File: src/act_params.svh
// Purpose: constants of the converter timing controller
// Assumes: hclk at 20 MHz, system clock equals CPU clock
// Notes:   register offsets are byte addresses on AHB-Lite
// Functional notes
// In compatibility mode control bits 15..14 divide the system clock by 4, 2, 16 or 8 for codes 00..11.
// In compatibility mode control bits 13..12 give a sample time of 8, 16, 32 or 64 basic clock periods.
// The fixed encodings hold only in compatibility mode; an improved divider may be selected instead.
// With post-calibration off a conversion ends 12 basic clock periods sooner.
// A conversion runs sample, result determination, then a result load on the system clock.
// Inputs below ground read as all zeros and inputs above the reference read as all ones.
// After reset a calibration runs; conversions asked for meanwhile are done and stretch it.
// Software keeps the chosen basic clock within its allowed frequency range.
// The converter runs from the system clock, which equals the CPU clock.
// A 10-bit conversion takes 52 or 40 basic periods, 8-bit 44 or 32, plus sample time and 6 system clocks.
// The reset calibration lasts between 484 and 11,696 basic clock periods.
// The basic clock must stay between 0.5 MHz and 20 MHz.
// A cycle counter on the basic clock walks sample, bits, post-calibration and load, then idles.
`ifndef ACT_PARAMS_SVH
`define ACT_PARAMS_SVH
`define ACT_OFS_CTRL    8'h00
`define ACT_OFS_START   8'h04
`define ACT_OFS_STATUS  8'h08
`define ACT_OFS_RESULT  8'h0C
`define ACT_DIV_M1_00   8'h03
`define ACT_DIV_M1_01   8'h01
`define ACT_DIV_M1_10   8'h0F
`define ACT_DIV_M1_11   8'h07
`define ACT_TS_M1_00    7'h07
`define ACT_TS_M1_01    7'h0F
`define ACT_TS_M1_10    7'h1F
`define ACT_TS_M1_11    7'h3F
`define ACT_CONV10_M1   7'h27
`define ACT_CONV8_M1    7'h1F
`define ACT_POST_M1     7'h0B
`define ACT_LOAD_M1     7'h05
`define ACT_CAL_M1      14'h01E3
`define ACT_RES_ALL1    10'h3FF
`define ACT_RES_8MASK   10'h3FC
`define ACT_CTRL_RST    32'h0000_0001
`define ACT_ST_BUSY     0
`define ACT_ST_CAL      1
`define ACT_ST_DONE     2
`define ACT_ST_PEND     3
`endif

File: src/act_pkg.sv
// Purpose: types of the converter timing controller
// Assumes: act_params.svh holds the numbers
// Notes:   control word layout is a packed struct
package act_pkg;
  typedef enum logic [2:0] {
    ST_IDLE, ST_CAL, ST_SAMP, ST_CONV, ST_POST, ST_LOAD
  } act_state_t;

  // Converter control word, bit 31 down to 0
  typedef struct packed {
    logic [9:0] rsvd_hi;
    logic [5:0] alt_div;
    logic [1:0] basic_clock_divider_select;
    logic [1:0] sample_time_select;
    logic [8:0] rsvd_lo;
    logic       improved_en;
    logic       res8;
    logic       postcal_en;
  } act_ctrl_t;

  // Front-end comparator view of the selected input
  typedef struct packed {
    logic       below;
    logic       above;
    logic [9:0] code;
  } act_ain_t;
endpackage : act_pkg
File: src/act_core.sv
// Purpose: conversion timing controller with AHB-Lite registers
// Assumes: one clock, hclk; ain from outside this domain
// Notes:   zero wait state slave, always OKAY
`timescale 1ns/1ps
`include "act_params.svh"
module act_core (
  input  wire logic         hclk,
  input  wire logic         hresetn,
  input  wire logic         hsel,
  input  wire logic [31:0]  haddr,
  input  wire logic [1:0]   htrans,
  input  wire logic         hwrite,
  input  wire logic [2:0]   hsize,
  input  wire logic         hready,
  input  wire logic [31:0]  hwdata,
  output logic [31:0]       hrdata,
  output logic              hreadyout,
  output logic              hresp,
  input  wire act_pkg::act_ain_t ain,
  output logic              sample_on,
  output logic              conv_busy
);
  import act_pkg::*;

  act_state_t st_q, st_d;
  act_ctrl_t  ctrl_q;
  act_ain_t   ain_m_q, ain_s_q;
  logic        wr_q, rd_acc;
  logic [7:0]  addr_q;
  logic [31:0] rdata_q;
  logic [7:0]  div_m1, div_q;
  logic        tick, div_reload;
  logic [6:0]  ts_m1, conv_m1, ph_q, ph_d;
  logic [13:0] cal_q;
  logic        in_cal_q, pend_q, done_q;
  logic [9:0]  res_q;
  logic        start_wr, done_clr, load_end, samp_go;
  logic        sample_q, busy_q;

  assign hreadyout = 1'b1;
  assign hresp     = 1'b0;
  assign hrdata    = rdata_q;
  assign sample_on = sample_q;
  assign conv_busy = busy_q;

  // Address phase capture
  assign rd_acc = hsel & htrans[1] & hready;
  always_ff @(posedge hclk or negedge hresetn) begin
    if (!hresetn) begin
      wr_q   <= 1'b0;
      addr_q <= 8'h00;
    end else begin
      wr_q   <= rd_acc & hwrite;
      addr_q <= haddr[7:0];
    end
  end

  // Read data registered so it stands in the data phase
  always_ff @(posedge hclk or negedge hresetn) begin
    if (!hresetn) begin
      rdata_q <= 32'h0000_0000;
    end else if (rd_acc && !hwrite) begin
      case (haddr[7:0])
        `ACT_OFS_CTRL:   rdata_q <= ctrl_q;
        `ACT_OFS_STATUS: begin
          rdata_q <= 32'h0000_0000;
          rdata_q[`ACT_ST_BUSY] <= busy_q;
          rdata_q[`ACT_ST_CAL]  <= in_cal_q;
          rdata_q[`ACT_ST_DONE] <= done_q;
          rdata_q[`ACT_ST_PEND] <= pend_q;
        end
        `ACT_OFS_RESULT: rdata_q <= {22'h000000, res_q};
        default:         rdata_q <= 32'h0000_0000;
      endcase
    end
  end

  assign div_reload = wr_q && (addr_q == `ACT_OFS_CTRL);
  assign start_wr   = wr_q && (addr_q == `ACT_OFS_START) && hwdata[0];
  assign done_clr   = wr_q && (addr_q == `ACT_OFS_STATUS) && hwdata[`ACT_ST_DONE];

  // Reserved bits stay zero
  always_ff @(posedge hclk or negedge hresetn) begin
    if (!hresetn) begin
      ctrl_q <= `ACT_CTRL_RST;
    end else if (div_reload) begin
      ctrl_q         <= hwdata;
      ctrl_q.rsvd_hi <= '0;
      ctrl_q.rsvd_lo <= '0;
    end
  end

  // Analog side comparators are asynchronous to hclk
  always_ff @(posedge hclk or negedge hresetn) begin
    if (!hresetn) begin
      ain_m_q <= '0;
      ain_s_q <= '0;
    end else begin
      ain_m_q <= ain;
      ain_s_q <= ain_m_q;
    end
  end

  // improved divider override
  // compatibility divider table
  always_comb begin
    if (ctrl_q.improved_en) begin
      div_m1 = {2'b00, ctrl_q.alt_div};
    end else begin
      case (ctrl_q.basic_clock_divider_select)
        2'b00:   div_m1 = `ACT_DIV_M1_00;
        2'b01:   div_m1 = `ACT_DIV_M1_01;
        2'b10:   div_m1 = `ACT_DIV_M1_10;
        default: div_m1 = `ACT_DIV_M1_11;
      endcase
    end
  end

  // sample time table
  always_comb begin
    case (ctrl_q.sample_time_select)
      2'b00:   ts_m1 = `ACT_TS_M1_00;
      2'b01:   ts_m1 = `ACT_TS_M1_01;
      2'b10:   ts_m1 = `ACT_TS_M1_10;
      default: ts_m1 = `ACT_TS_M1_11;
    endcase
  end

  // bit phase length by resolution
  assign conv_m1 = ctrl_q.res8 ? `ACT_CONV8_M1 : `ACT_CONV10_M1;

  // basic clock derived from hclk only
  // range is software's job, so any code is taken
  assign tick = (div_q >= div_m1);
  always_ff @(posedge hclk or negedge hresetn) begin
    if (!hresetn) begin
      div_q <= 8'h00;
    end else if (div_reload || tick) begin
      div_q <= 8'h00;
    end else begin
      div_q <= div_q + 8'h01;
    end
  end

  assign load_end = (st_q == ST_LOAD) && (ph_q == `ACT_LOAD_M1);
  assign samp_go  = (st_q != ST_SAMP) && (st_d == ST_SAMP);

  // sequencer
  // sample, bits, load in that order
  always_comb begin
    st_d = st_q;
    case (st_q)
      // Start only on a basic clock edge so the sample spans whole periods
      ST_IDLE: begin
        if (pend_q && tick) begin
          st_d = ST_SAMP;
        end
      end
      // conversion pre-empts calibration
      ST_CAL: begin
        if (tick && cal_q >= `ACT_CAL_M1) begin
          st_d = ST_IDLE;
        end else if (pend_q && tick) begin
          st_d = ST_SAMP;
        end
      end
      ST_SAMP: begin
        if (tick && ph_q == ts_m1) begin
          st_d = ST_CONV;
        end
      end
      // post-calibration skipped saves 12 periods
      ST_CONV: begin
        if (tick && ph_q == conv_m1) begin
          st_d = ctrl_q.postcal_en ? ST_POST : ST_LOAD;
        end
      end
      ST_POST: begin
        if (tick && ph_q == `ACT_POST_M1) begin
          st_d = ST_LOAD;
        end
      end
      ST_LOAD: begin
        if (load_end) begin
          st_d = in_cal_q ? ST_CAL : ST_IDLE;
        end
      end
      default: st_d = ST_IDLE;
    endcase
  end

  // phase counter, hclk steps in load
  always_comb begin
    if (st_d != st_q) begin
      ph_d = 7'h00;
    end else if (st_q == ST_LOAD || (tick && st_q != ST_IDLE && st_q != ST_CAL)) begin
      ph_d = ph_q + 7'h01;
    end else begin
      ph_d = ph_q;
    end
  end

  // Calibration starts straight out of reset
  always_ff @(posedge hclk or negedge hresetn) begin
    if (!hresetn) begin
      st_q <= ST_CAL;
      ph_q <= 7'h00;
    end else begin
      st_q <= st_d;
      ph_q <= ph_d;
    end
  end

  // calibration length counted in basic periods
  // count holds while a conversion runs
  always_ff @(posedge hclk or negedge hresetn) begin
    if (!hresetn) begin
      cal_q    <= 14'h0000;
      in_cal_q <= 1'b1;
    end else if (st_q == ST_CAL && tick) begin
      cal_q <= cal_q + 14'h0001;
      if (cal_q >= `ACT_CAL_M1) begin
        in_cal_q <= 1'b0;
      end
    end
  end

  // Start request and done flag: set wins over clear
  always_ff @(posedge hclk or negedge hresetn) begin
    if (!hresetn) begin
      pend_q <= 1'b0;
      done_q <= 1'b0;
    end else begin
      pend_q <= start_wr | (pend_q & ~samp_go);
      done_q <= load_end | (done_q & ~done_clr);
    end
  end

  // clamp out-of-range inputs
  always_ff @(posedge hclk or negedge hresetn) begin
    if (!hresetn) begin
      res_q <= 10'h000;
    end else if (load_end) begin
      if (ain_s_q.below) begin
        res_q <= 10'h000;
      end else if (ain_s_q.above) begin
        res_q <= `ACT_RES_ALL1;
      end else if (ctrl_q.res8) begin
        res_q <= ain_s_q.code & `ACT_RES_8MASK;
      end else begin
        res_q <= ain_s_q.code;
      end
    end
  end

  always_ff @(posedge hclk or negedge hresetn) begin
    if (!hresetn) begin
      sample_q <= 1'b0;
      busy_q   <= 1'b0;
    end else begin
      sample_q <= (st_d == ST_SAMP);
      busy_q   <= (st_d == ST_SAMP) || (st_d == ST_CONV) || (st_d == ST_POST) || (st_d == ST_LOAD);
    end
  end
endmodule : act_core

File: config.mk
export PLATFORM = sky130hd
export DESIGN_NAME = act_core
export DESIGN_NICKNAME = d
export VERILOG_FILES = /design/src/act_pkg.sv /design/src/act_core.sv
export VERILOG_INCLUDE_DIRS = /design/src
export SDC_FILE = /design/constraint.sdc
export NUM_CORES = 1
export LEC_CHECK = 0
export ABC_CLOCK_PERIOD_IN_PS = 2250
export BUFFER_PORTS_ARGS = -buffer_cell sky130_fd_sc_hd__buf_4
export CAP_MARGIN = 5
export CELL_PAD_IN_SITES_DETAIL_PLACEMENT = 0
export CELL_PAD_IN_SITES_GLOBAL_PLACEMENT = 2
export CORE_ASPECT_RATIO = 1.1
export CORE_UTILIZATION = 31
export CTS_CLUSTER_SIZE = 10
export DETAILED_ROUTE_END_ITERATION = 8
export PLACE_DENSITY = 0.83
export SLEW_MARGIN = 20
export SYNTH_ARGS = -nofsm -noshare
export SYNTH_HDL_FRONTEND = slang
export SYNTH_SLANG_ARGS = --single-unit
File: constraint.sdc
create_clock -name hclk -period 2.25 [get_ports hclk]
set_input_delay 0.225 -clock hclk [delete_from_list [all_inputs] [get_ports hclk]]
set_output_delay 0.225 -clock hclk [all_outputs]
set_load 0.1 [all_outputs]
==> qor.txt <==
Status -> finished, violations left
Failing checks -> setup timing
Placed Cells -> 690
Ys flop type -> dfrtp_1
Final nets -> 639
Final Max Tran Viols -> 0
Worst Path Required -> 2550 ps
Share of flip-flops with an asynchronous set or reset -> 100%
Slowest cell on the critical path -> dfrtp_2
Hold Path Sink -> addr_q[2]
Setup-failing EPs final -> 18
Initial DRT Pass Iterations -> 4
Layout cells sized above 1 -> 35.5%
Max Cap Viol -> 0
Sequential-to-total area share from yosys stat -> 58.0%
Clock root cell -> clkbuf_16
Power Dens Cells -> 897 mW/mm²
Bufs and invs on worst path -> 1
Mapped Cells -> 421
Achievable Freq -> 0.408 GHz
WHS Path Cells -> 1
Unrepaired setup endpoints after global routing -> yes
Number of flops mapped to enable cells by yosys -> 0
Worst reg-to-reg path cell count -> 9
Startpoint types -> register
Simple-gate area share of the yosys netlist -> 15.3%
Metal3 WL -> 458 µm
Min Tclk post-route -> 2450 ps
Arrival @ worst endpoint -> 2750 ps
FF-to-FF setup slack -> -200 ps
Post-route ant nets -> 0
Mapped Area -> 0.00489 mm²
Fin. Hold Viols -> 0
WL met1 -> 4750 µm
Worst-Margin Slew -> 626 ps
Routed vias -> 3,604
CP Launch Point -> ctrl_q[2]
Congestion Overflow GR -> 0
Clock transition at path regs -> 50 ps
Worst hold margin -> 20.5 ps
Critical-path cell list -> nand2b_1, ha_1, nand2b_4, a2111oi_4, o21ai_4, buf_4, a31oi_4, o21ai_4, a2111oi_4
Final worst-path setup slack -> -198 ps
Antenna violations before repair -> 0
Core area -> 0.0152 mm²
P_leak -> 0.00323 µW
Yosys Warn Count -> 0
Number of port buffers -> 60
Drt initial violations -> 140
Top Metal Used -> met4
Number of global-route vias before repair -> 3,826
Setup TNS -> -1500 ps
First-pass GRT wire length -> 18,700 µm
Maximum vdd ir drop -> 589 µV
DIE AREA -> 0.0163 mm²
#FFs+latches synth -> 113
Total Routing Usage GR -> 14.8%
Met2 Wirelength -> 5790 µm
Crit end category -> register
Routed len/inst -> 14.9 µm
Die Height -> 134 µm
Largest net degree at the start of global routing -> 48
CTS Buf Count -> 17
Levels on crit path -> 9
Mean number of vias per cell -> 4.80
Number of fill cells -> 1,364
H-tree Lvls -> 4
Hold path start -> haddr[2]
Layout area overhead -> 40.9%
Ports -> 122
Avg Inst Size Synth -> 11.6 µm²
Clock Path Buffers -> 2
CP Class -> register to register
Hpwl dp -> 7720 µm
CP peak stage delay -> 450 ps
DRC -> 0
Reg-to-Reg Start -> ctrl_q[2]
Largest family of logic cells by synthesized area -> simple AND/OR/NAND/NOR gates
Final std cells w/o fill -> 751
Critical path's top delay family -> compound AO/OA/AOI/OAI gates
Cell Rows -> 47
GPL Wtd Cong -> 0.812
Worst-Skew Late Latency -> 410 ps
CTS tree -> built
TritonCTS sink count -> 113
Total Wirelength -> 11,200 µm
Final Cycle Share -> 109%
Mux cell area share after synthesis -> 4.05%
Post-synthesis adder-cell area fraction -> 2.56%
Unique masters post-synth -> 53
Chip width -> 122 µm
Tightest Hold Check Type -> input port to register
Layout Skew -> 6.51 ps
Crit-path max FO -> 8
Slew HR -> 58.3%
# diodes -> 0
Crit Reg-Reg Endpoint -> ph_q[1]
Initial Util -> 32.1%
Compound-Gate Fraction of Synth Area -> 11.0%
Post-synthesis xor/xnor area fraction -> 4.30%
## registers in the layout (all words and copies together) (netlist names), 3 cells and up
name,flops
addr_q,8
ain_m_q,12
ain_s_q,12
cal_q,14
ctrl_q,13
div_q,8
hrdata,20
ph_q,7
res_q,10
st_q,3
## routing by layer
metal / up-vias / GRT usage, %
li1: 1707 / -
met3: 20 / 4.37
met5: - / 0
met2: 84 / 24.9
met1: 1793 / 17.7
met4: 0 / 5.83
## metrics by stage
step	setup slack (ps)	total power (µW)	area [µm²]	utilization (%)
after detailed placement	-221	3420	5760	37.8
after CTS	-130	6100	6650	43.6
after floorplan	-27.0	3070	5000	-
after global placement	-164	3390	5760	37.8
final	-198	6170	6890	45.2
after global routing	-293	6450	6890	45.2
## where the power goes
group          internal (µW)  switching [µW]
clock                   1650             933
sequential              2190             187
combinational            497             720
## repair_timing
item	4_1_cts	5_1_grt
setup endpoints to repair	24	43
setup buffers	2	9
hold buffers	19	0
pin swaps	9	23
resized for setup	19	31
endpoints found under the hold margin	59	0
## synth_stat cells (4+ instances only)
library cell    n  share of area, %
dfrtp_1       110                56
nand2_1        43               3.3
nor2_1         32               2.5
a22o_1         16               2.9
xor2_1         16               2.9
buf_4          14               2.2
mux2_2         14               3.2
clkbuf_1       13               1.0
o31ai_1        12               1.8
nand3_1        11               1.1
nor3_1         11               1.1
ha_1           10               2.6
inv_1           9              0.69
o21ai_0         8              0.82
xnor2_1         8               1.4
nor4_1          7              0.90
a21oi_1         6              0.61
and3_1          6              0.77
nand4_1         6              0.77
a31oi_1         5              0.64
buf_2           4              0.41
mux2i_1         4              0.82
nand2b_1        4              0.51
o21ai_2         4              0.72
or4_1           4              0.61
## logic make-up (layout without fill, tap and decap cells)
| kind of cell | Yosys count | in the layout |
|---|---|---|
| other cells | 2 | 15 |
| fa+ha+maj | 10 | 10 |
| flops | 113 | 113 |
| xor+xnor | 24 | 24 |
| buf+inv | 44 | 165 |
| compound gates | 65 | 65 |
| mux | 18 | 18 |
| simple gates | 145 | 145 |
## cell usage in the layout (no fill, tap or decap), types with 4 or more instances in the layout
| cell | n |
|---|---|
| dlygate4sd3_1 | 19 |
| nand3_1 | 9 |
| clkbuf_16 | 17 |
| ha_1 | 9 |
| clkinvlp_4 | 6 |
| nor4_4 | 6 |
| or4_1 | 4 |
| buf_6 | 8 |
| mux2i_1 | 4 |
| nand4_1 | 6 |
| nand2_1 | 40 |
| nor2_1 | 29 |
| buf_4 | 96 |
| mux2_2 | 14 |
| a31oi_1 | 4 |
| dfrtp_1 | 109 |
| o21ai_0 | 6 |
| xnor2_1 | 7 |
| nor3_1 | 7 |
| conb_1 | 15 |
| and3_1 | 4 |
| inv_1 | 9 |
| a22o_1 | 16 |
| xor2_1 | 16 |
| a21oi_1 | 5 |
| o31ai_1 | 12 |
## worst max-delay path by stage
stage               to  slack (ps)
2_1_floorplan  ph_q[1]         -30
3_3_place_gp   ph_q[1]        -160
3_5_place_dp   ph_q[1]        -220
4_1_cts        ph_q[1]        -130
5_1_grt        ph_q[1]        -290
6_report       ph_q[1]        -200
## area by class of cell
cell class	instances	area [µm²]	area share [%]
inverters	9	33.8	0.491
repair buffers	125	1040	15.1
multi-input cells	277	2150	31.3
clock inverters	12	136	1.98
flip-flops and latches	113	2830	41.1
clock buffers	19	443	6.43
well taps	196	245	3.56
Power figures use the tool's default switching activity.
